--- config.mk ---
export PLATFORM = sky130hd
export DESIGN_NAME = aprp_device_flat
export DESIGN_NICKNAME = d
export VERILOG_FILES = /design/src/pkg/aprp_pkg.sv /design/src/pkg/aprp_if.sv /design/src/logic/aprp_device.sv /design/src/logic/aprp_fifo.sv /design/src/flat_wrapper.sv
export SDC_FILE = /design/constraint.sdc
export NUM_CORES = 1
export LEC_CHECK = 0
export BUFFER_PORTS_ARGS = -buffer_cell sky130_fd_sc_hd__buf_2
export CAP_MARGIN = 25
export CORE_AREA = 10 10 141 143
export CTS_BUF_LIST = sky130_fd_sc_hd__clkbuf_8 sky130_fd_sc_hd__clkbuf_16
export DETAILED_ROUTE_END_ITERATION = 12
export DIE_AREA = 0 0 151 153
export PLACE_DENSITY = 0.75
export SLEW_MARGIN = 20
export SYNTH_ARGS = -nofsm -noshare
export SYNTH_HDL_FRONTEND = slang
export SYNTH_SLANG_ARGS = --single-unit
--- constraint.sdc ---
create_clock -name core_clk -period 5.8 [get_ports core_clk]
set_input_delay 0.58 -clock core_clk [delete_from_list [all_inputs] [get_ports core_clk]]
set_output_delay 0.58 -clock core_clk [all_outputs]
set_load 0.005 [all_outputs]
--- src/pkg/aprp_pkg.sv ---
`default_nettype none
package aprp_pkg;
  // conversion timing at the 50 MHz core clock
  localparam int CLK_MHZ = 50;
  localparam int CONV_TIME_NS = 3000;
  localparam int CONV_CYCLES = (CONV_TIME_NS * CLK_MHZ + 999) / 1000;
  localparam int CHANNELS = 6;
  localparam int PAIRS = 3;
  localparam int RESULT_W = 16;
  localparam int BYTE_W = 8;
  // interface select level that picks the parallel bus
  localparam logic IF_PARALLEL = 1'b0;
  localparam logic MODE_WORD = 1'b0;
  localparam logic MODE_BYTE = 1'b1;
  localparam logic ORDER_LOW_FIRST = 1'b0;
  localparam logic [2:0] PAIRS_NONE = 3'h0;
  localparam logic [15:0] RESULT_RESET = 16'h0000;
  localparam logic [2:0] CHAN_FIRST = 3'h0;
  // host read strobe width and gap in core cycles, less one (each phase lasts 3 cycles)
  localparam int HOST_RD_CYCLES = 2;
  // host gap after busy falls; covers the device flush and skip of unconverted pairs
  localparam int HOST_SETTLE_CYCLES = 10;
endpackage
`default_nettype wire

--- src/pkg/aprp_if.sv ---
`timescale 1ns/100ps
`default_nettype none
interface aprp_if;
  logic start_strobe_pair_a;
  logic start_strobe_pair_b;
  logic start_strobe_pair_c;
  logic interface_select;
  logic word_byte_select;
  logic byte_order_select;
  logic cs_n;
  logic rd_n;
  logic busy;
  logic [15:0] db_out;
  logic [15:0] db_oe;
  modport dev (
    input start_strobe_pair_a, start_strobe_pair_b, start_strobe_pair_c,
    input interface_select, word_byte_select, byte_order_select, cs_n, rd_n,
    output busy, db_out, db_oe
  );
  modport host (
    output start_strobe_pair_a, start_strobe_pair_b, start_strobe_pair_c,
    output interface_select, word_byte_select, byte_order_select, cs_n, rd_n,
    input busy, db_out, db_oe
  );
endinterface
`default_nettype wire

--- src/logic/aprp_device.sv ---
// Behaviour
// - interface select low picks parallel bus
// - word/byte select: 0 word, 1 byte
// - parallel reads skip unconverted pairs
// - serial mode also skips unconverted channels and never drives the bus
// - start strobe rising edge begins conversion
// - internal timer, conversion lasts 3 us
// - busy falls at completion, back to track
// - strobe a/b/c convert pairs 1-2/3-4/5-6
// - rising strobes ignored while busy high
// - bus driven only with cs and rd low; enables follow the synchronised cs and rd, two cycles late
// - cs may stay low, rd alone gates
// - host reads after busy low, one per channel
// - results read in ascending channel order
// - host avoids converting during read sequence
// - byte mode: two reads per result, upper lanes
// - byte order low gives low byte first
// - host ignores lower data lines in byte mode
// - busy high through whole conversion
`timescale 1ns/100ps
`default_nettype none
module aprp_device
#(
  parameter int CONV_CNT = aprp_pkg::CONV_CYCLES
) (
  // clock and reset
  input wire logic core_clk,
  input wire logic reset_n,
  // host-facing pins
  aprp_if.dev pins,
  // converter core side: sample words for the six channels
  input wire logic [aprp_pkg::RESULT_W*aprp_pkg::CHANNELS-1:0] sample_data,
  output logic track_mode
);
  import aprp_pkg::*;

  // two-flop synchronisers for all pins coming from the host
  logic [7:0] sync1_reg;
  logic [7:0] sync2_reg;
  wire [7:0] pin_raw = {pins.start_strobe_pair_c, pins.start_strobe_pair_b, pins.start_strobe_pair_a,
    pins.interface_select, pins.word_byte_select, pins.byte_order_select, pins.cs_n, pins.rd_n};
  always_ff @(posedge core_clk or negedge reset_n) begin
    if (!reset_n) begin
      sync1_reg <= 8'hff;
      sync2_reg <= 8'hff;
    end else begin
      sync1_reg <= pin_raw;
      sync2_reg <= sync1_reg;
    end
  end
  wire [2:0] strobe_s = sync2_reg[7:5];
  wire parallel_s = sync2_reg[4] == IF_PARALLEL;
  wire byte_mode_s = sync2_reg[3] == MODE_BYTE;
  wire order_s = sync2_reg[2];
  wire cs_n_s = sync2_reg[1];
  wire rd_n_s = sync2_reg[0];

  // edge history for strobes and the read strobe
  logic [2:0] strobe_d_reg;
  logic rd_n_d_reg;
  always_ff @(posedge core_clk or negedge reset_n) begin
    if (!reset_n) begin
      strobe_d_reg <= 3'h7;
      rd_n_d_reg <= 1'b1;
    end else begin
      strobe_d_reg <= strobe_s;
      rd_n_d_reg <= rd_n_s;
    end
  end
  wire [2:0] strobe_rise = strobe_s & ~strobe_d_reg;
  wire read_active = !rd_n_s && !cs_n_s;
  wire read_end = !rd_n_d_reg && rd_n_s && !cs_n_s;

  typedef enum logic [0:0] {APRP_TRACK, APRP_CONVERT} aprp_state_e;
  aprp_state_e state_reg;
  logic [$clog2(CONV_CNT+1)-1:0] conv_cnt_reg;
  logic [2:0] pairs_reg;
  logic [RESULT_W*CHANNELS-1:0] held_reg;
  wire start_ok = state_reg == APRP_TRACK && strobe_rise != PAIRS_NONE;
  wire conv_done = state_reg == APRP_CONVERT && conv_cnt_reg == 1'b1;

  // conversion timer from the internal clock, results latched at the end
  always_ff @(posedge core_clk or negedge reset_n) begin
    if (!reset_n) begin
      state_reg <= APRP_TRACK;
      conv_cnt_reg <= '0;
      pairs_reg <= PAIRS_NONE;
      held_reg <= '0;
    end else begin
      unique case (state_reg)
        APRP_TRACK: begin
          if (start_ok) begin
            state_reg <= APRP_CONVERT;
            pairs_reg <= strobe_rise;
            conv_cnt_reg <= ($bits(conv_cnt_reg))'(CONV_CNT);
          end
        end
        APRP_CONVERT: begin
          conv_cnt_reg <= conv_cnt_reg - 1'b1;
          if (conv_done) begin
            state_reg <= APRP_TRACK;
            held_reg <= sample_data;
          end
        end
      endcase
    end
  end
  assign pins.busy = state_reg == APRP_CONVERT;
  assign track_mode = state_reg == APRP_TRACK;

  // serial view: unconverted channels become zeros
  logic [RESULT_W*CHANNELS-1:0] zero_filled;
  genvar gp;
  generate
    for (gp = 0; gp < PAIRS; gp++) begin : g_pair
      assign zero_filled[gp*2*RESULT_W +: 2*RESULT_W] =
        pairs_reg[gp] ? held_reg[gp*2*RESULT_W +: 2*RESULT_W] : '0;
    end
  endgenerate

  // fill side: walk converted channels in ascending order into the fifo
  logic [2:0] fill_chan_reg;
  logic filling_reg;
  logic fifo_in_ready;
  logic fifo_out_valid;
  logic [RESULT_W-1:0] fifo_out_data;
  logic flush_reg;
  wire fill_valid = filling_reg && pairs_reg[fill_chan_reg[2:1]];
  // no step while flushing, else the first converted word would be skipped unpushed
  wire fill_step = filling_reg && !flush_reg && (!pairs_reg[fill_chan_reg[2:1]] || fifo_in_ready);
  wire [RESULT_W-1:0] fill_word = parallel_s ? held_reg[fill_chan_reg*RESULT_W +: RESULT_W]
    : zero_filled[fill_chan_reg*RESULT_W +: RESULT_W];
  always_ff @(posedge core_clk or negedge reset_n) begin
    if (!reset_n) begin
      fill_chan_reg <= CHAN_FIRST;
      filling_reg <= 1'b0;
    end else if (conv_done) begin
      fill_chan_reg <= CHAN_FIRST;
      filling_reg <= 1'b1;
    end else if (fill_step) begin
      fill_chan_reg <= fill_chan_reg + 3'h1;
      filling_reg <= fill_chan_reg != 3'(CHANNELS-1);
    end
  end

  // drain side pops on end of read; flushes old words on new completion
  logic byte_sel_reg;
  wire last_part = !byte_mode_s || byte_sel_reg;
  wire pop = flush_reg || (read_end && last_part);
  aprp_fifo #(.WIDTH(RESULT_W), .DEPTH(4)) u_fifo (
    .core_clk(core_clk),
    .reset_n(reset_n),
    .in_valid(fill_valid && !flush_reg),
    .in_ready(fifo_in_ready),
    .in_data(fill_word),
    .out_valid(fifo_out_valid),
    .out_ready(pop),
    .out_data(fifo_out_data)
  );
  always_ff @(posedge core_clk or negedge reset_n) begin
    if (!reset_n) begin
      flush_reg <= 1'b0;
      byte_sel_reg <= 1'b0;
    end else begin
      if (conv_done) flush_reg <= 1'b1;
      else if (!fifo_out_valid) flush_reg <= 1'b0;
      if (conv_done) byte_sel_reg <= 1'b0;
      else if (read_end && byte_mode_s) byte_sel_reg <= !byte_sel_reg;
    end
  end

  // output data register; byte mode uses the upper lanes only
  wire hi_first = order_s != ORDER_LOW_FIRST;
  wire take_high = hi_first ^ byte_sel_reg;
  wire [7:0] byte_pick = take_high ? fifo_out_data[15:8] : fifo_out_data[7:0];
  logic [15:0] db_reg;
  always_ff @(posedge core_clk or negedge reset_n) begin
    if (!reset_n) begin
      db_reg <= RESULT_RESET;
    end else begin
      db_reg <= byte_mode_s ? {byte_pick, 8'h00} : fifo_out_data;
    end
  end
  assign pins.db_out = db_reg;
  assign pins.db_oe = (read_active && parallel_s) ? 16'hffff : 16'h0000;
endmodule
`default_nettype wire

--- src/logic/aprp_fifo.sv ---
`timescale 1ns/100ps
`default_nettype none
module aprp_fifo #(
  parameter int WIDTH = 16,
  parameter int DEPTH = 4
) (
  // clock and reset
  input wire logic core_clk,
  input wire logic reset_n,
  // fill side
  input wire logic in_valid,
  output logic in_ready,
  input wire logic [WIDTH-1:0] in_data,
  // drain side
  output logic out_valid,
  input wire logic out_ready,
  output logic [WIDTH-1:0] out_data
);
  localparam int AW = $clog2(DEPTH);
  logic [WIDTH-1:0] mem [DEPTH];
  logic [AW-1:0] wr_ptr_reg;
  logic [AW-1:0] rd_ptr_reg;
  logic [AW:0] count_reg;
  wire push = in_valid && in_ready;
  wire pop = out_valid && out_ready;
  assign in_ready = count_reg != (AW+1)'(DEPTH);
  assign out_valid = count_reg != '0;
  assign out_data = mem[rd_ptr_reg];
  // storage only, no reset needed
  always_ff @(posedge core_clk) begin
    if (push) begin
      mem[wr_ptr_reg] <= in_data;
    end
  end
  // pointers wrap since depth is a power of two
  always_ff @(posedge core_clk or negedge reset_n) begin
    if (!reset_n) begin
      wr_ptr_reg <= '0;
      rd_ptr_reg <= '0;
      count_reg <= '0;
    end else begin
      if (push) wr_ptr_reg <= wr_ptr_reg + 1'b1;
      if (pop) rd_ptr_reg <= rd_ptr_reg + 1'b1;
      if (push && !pop) count_reg <= count_reg + 1'b1;
      else if (pop && !push) count_reg <= count_reg - 1'b1;
    end
  end
endmodule
`default_nettype wire

--- src/flat_wrapper.sv ---
// flat-port wrapper written by rule: the top's interface ports become plain ports
module aprp_device_flat import aprp_pkg::*;
#(
  parameter int CONV_CNT = aprp_pkg::CONV_CYCLES
)
  (core_clk, reset_n, sample_data, track_mode, pins_start_strobe_pair_a, pins_start_strobe_pair_b, pins_start_strobe_pair_c, pins_interface_select, pins_word_byte_select, pins_byte_order_select, pins_cs_n, pins_rd_n, pins_busy, pins_db_out, pins_db_oe);
  aprp_if pins_i ();
  input wire logic core_clk;
  input wire logic reset_n;
  input wire logic [aprp_pkg::RESULT_W*aprp_pkg::CHANNELS-1:0] sample_data;
  output logic track_mode;
  input wire logic [$bits(pins_i.start_strobe_pair_a)-1:0] pins_start_strobe_pair_a;
  input wire logic [$bits(pins_i.start_strobe_pair_b)-1:0] pins_start_strobe_pair_b;
  input wire logic [$bits(pins_i.start_strobe_pair_c)-1:0] pins_start_strobe_pair_c;
  input wire logic [$bits(pins_i.interface_select)-1:0] pins_interface_select;
  input wire logic [$bits(pins_i.word_byte_select)-1:0] pins_word_byte_select;
  input wire logic [$bits(pins_i.byte_order_select)-1:0] pins_byte_order_select;
  input wire logic [$bits(pins_i.cs_n)-1:0] pins_cs_n;
  input wire logic [$bits(pins_i.rd_n)-1:0] pins_rd_n;
  output wire logic [$bits(pins_i.busy)-1:0] pins_busy;
  output wire logic [$bits(pins_i.db_out)-1:0] pins_db_out;
  output wire logic [$bits(pins_i.db_oe)-1:0] pins_db_oe;
  assign pins_i.start_strobe_pair_a = pins_start_strobe_pair_a;
  assign pins_i.start_strobe_pair_b = pins_start_strobe_pair_b;
  assign pins_i.start_strobe_pair_c = pins_start_strobe_pair_c;
  assign pins_i.interface_select = pins_interface_select;
  assign pins_i.word_byte_select = pins_word_byte_select;
  assign pins_i.byte_order_select = pins_byte_order_select;
  assign pins_i.cs_n = pins_cs_n;
  assign pins_i.rd_n = pins_rd_n;
  assign pins_busy = pins_i.busy;
  assign pins_db_out = pins_i.db_out;
  assign pins_db_oe = pins_i.db_oe;
  aprp_device #(.CONV_CNT(CONV_CNT)) u_core (.core_clk(core_clk), .reset_n(reset_n), .pins(pins_i), .sample_data(sample_data), .track_mode(track_mode));
endmodule
==> impl_results.md <==
- Status: complete, no violations
- Number of synthesis warnings: 0
- ANT cells: 0
- Layout Area Growth over Synthesis: 17.16%
- Vias in the first global route: 6100
- Top area cells in the synthesized netlist: dfrtp_1 (37%), edfxtp_1 (21%), nand2_1 (12%)
- Final TNS setup: 0 ns
- Initial core utilization: 0.5419
- PortBufs: 139
- Initial DRT Pass Iterations: 5
- Critical path type: reg2reg
- Commonest non-fill, non-tap cell in the layout: nand2_1
- Final core occ: 0.6349
- CP Data Required Time: 6.23 ns
- Htree depth: 1
- Total grt overflow: 0
- VDD IR max: 0.2542 mV
- Detail Placement HPWL: 13.68 mm
- Routed WL: 19.84 mm
- Latest clock arrival within the worst-skew pair: 0.51 ns
- # hold bufs at CTS: 0
- Drt initial violations: 421
- Hold Path Class: in2reg
- Die height: 153 um
- EDFF count, synth: 64
- Synth area leader: dfrtp_1
- CTS tree: yes
- Die width: 151 um
- Syn_nets: 900
- CP arrival: 3.19 ns
- Least-Margin Pin Slew: 1.014 ns
- Total of max-cap violations: 0
- Clk_skew: 0.01046 ns
- RSZ-0062 raised after global routing: false
- CP Launch Type: flop
- Worst-case clock buffer depth: 3
- CTS Root Cell: clkbuf_16
- Netlist cell types: 48
- Cells after Synth: 784
- Vias per cell: 5.189
- Post-Syn Area: 0.009243 mm^2
- Slowest Stage Delay on Critical Path: 0.75 ns
- Top FF cell, synth: dfrtp_1
- LEAKAGE: 4.862 nW
- Fraction of layout cells with a size suffix above 1: 0.2582
- Sequential share of the synthesized area: 0.6357
- Largest net degree at the start of global routing: 114
- Die ar.: 0.02310 mm^2
- Endpoints failing setup: 0
- Critical path endpoint category: flop
- Crit-path max FO: 22
- Detailed-route via count: 5931
- Largest register FFs: 96
- CTS buffer count: 23
- Relative slew slack: 0.3237
- CP most frequent cell: xor2_1
- Post-route design area: 0.01083 mm^2
- WP buf/inv: 1
- Delay-heaviest family, CP: flip-flops
- Slew Limit Fails: 0
- Synthesized flop and latch total: 221
- Post-cts sizing count: 0
- Routability cong.: 0.9344
- Post-CTS Setup Bufs: 0
- Global router's overall resource usage: 0.1691
- Endpoints failing hold: 0
- I/O pins: 140
- Synth top area share: 0.3709
- Final net count: 1018
- Core area: 0.01706 mm^2
- Clock slew at reported path FFs: 0.06 ns
- Post-route ant nets: 0
- Antenna violations before repair: 0
- PwrDens: 506.6 mW/mm^2
- TritonCTS sink count: 221
- Wire length per cell: 17.36 um
- Async SR Flop Fraction: 0.7104
- Period utilization: 0.4766
- CP Cell Sequence: mux2i_1, o22ai_2, nor3b_4, ha_1, inv_1, fa_1, xor2_1, nor2_1, xor2_1
- Most frequent cells in the layout: nand2_1 (299), buf_2 (138), dfrtp_1 (136)
- First-pass GRT wire length: 31.37 mm
- Slowest-stage cell, CP: dfrtp_1
- FP Rows: 48
- Cell Area, Placed: 0.009991 mm^2
- Remaining DRCs: 0
- F_max: 361.8 MHz
- Post-Synthesis Mean Instance Area: 11.79 um^2
- Fin crit period: 2.764 ns
power by group:
part	total, mW	switching, mW	internal [mW]
registers	2.42	0.280	2.14
clock network	1.50	0.582	0.921
logic	1.56	0.843	0.716
worst register-to-register path: cells and delay by family (launching register included):
family | cells | cell delay [ns]
flops | 1 | 0.75
fa+ha+maj | 2 | 0.61
simple gates | 2 | 0.49
xor+xnor | 2 | 0.31
compound gates | 1 | 0.28
mux | 1 | 0.19
buf+inv | 1 | 0.06
final cells by class:
type	count	area (um^2)
sequential	221	5877
tap	225	281.5
inverter	13	48.80
clock buffer	26	639.4
fill	1357	6227
clock inverter	15	148.9
timing repair buffer	147	797.0
multi-input combinational	496	3037
metal layers:
layer | vias to the layer above | routed length, um | GRT usage
met3 | 30 | 1080 | 0.03336
met2 | 156 | 9353 | 0.2637
li1 | 2880 | - | -
met4 | 0 | 468 | 0.05365
met1 | 2865 | 8935 | 0.2328
met5 | - | 0 | 0
worst paths after layout:
path                                         start                          to  slack [ns]  cells past startpoint
hold / removal                           pins_cs_n         u_core.sync1_reg[1]        0.17                      1
min in group asynchronous                  reset_n         u_core.byte_sel_reg        0.18                      1
max in group asynchronous                  reset_n         u_core.held_reg[29]        4.56                      2
setup / recovery           u_core.fill_chan_reg[2]  u_core.u_fifo.count_reg[2]        3.04                      9
hold reg to reg                u_core.sync1_reg[1]         u_core.sync2_reg[1]        0.35                      0
setup reg to reg           u_core.fill_chan_reg[2]  u_core.u_fifo.count_reg[2]        3.04                      9
cell usage after synthesis (all sizes together), types with 13 or more instances:
library cell / number
mux4: 16
inv: 13
nand2: 300
edfxtp: 64
dfrtp: 137
mux2i: 50
clkbuf: 19
o22ai: 18
buf: 35
o22a: 16
dfstp: 20
cell families (layout without fill, tap and decap cells):
logic type | count (synthesis) | count (layout) | synth area share
AOI/OAI and AO/OA | 61 | 61 | 0.04833
xor gates and xnor gates | 8 | 8 | 0.007580
adders and majority gates | 10 | 10 | 0.01435
buffers and inverters | 67 | 201 | 0.03682
DFF | 221 | 221 | 0.6357
muxes | 77 | 77 | 0.1069
and+or+nand+nor | 340 | 340 | 0.1503
stage by stage:
stage	setup slack, ns	instances	total power [mW]	hold WS (ns)
6_report	3.036	1143	5.486	0.1724
5_1_grt	2.870	1143	5.789	0.1548
4_1_cts	3.063	1139	5.503	0.1544
3_5_place_dp	3.059	1098	3.985	0.3470
3_3_place_gp	3.150	1097	3.890	0.3460
2_1_floorplan	3.606	784	3.480	0.2844
No activity file was read; power rests on OpenSTA's default activity.
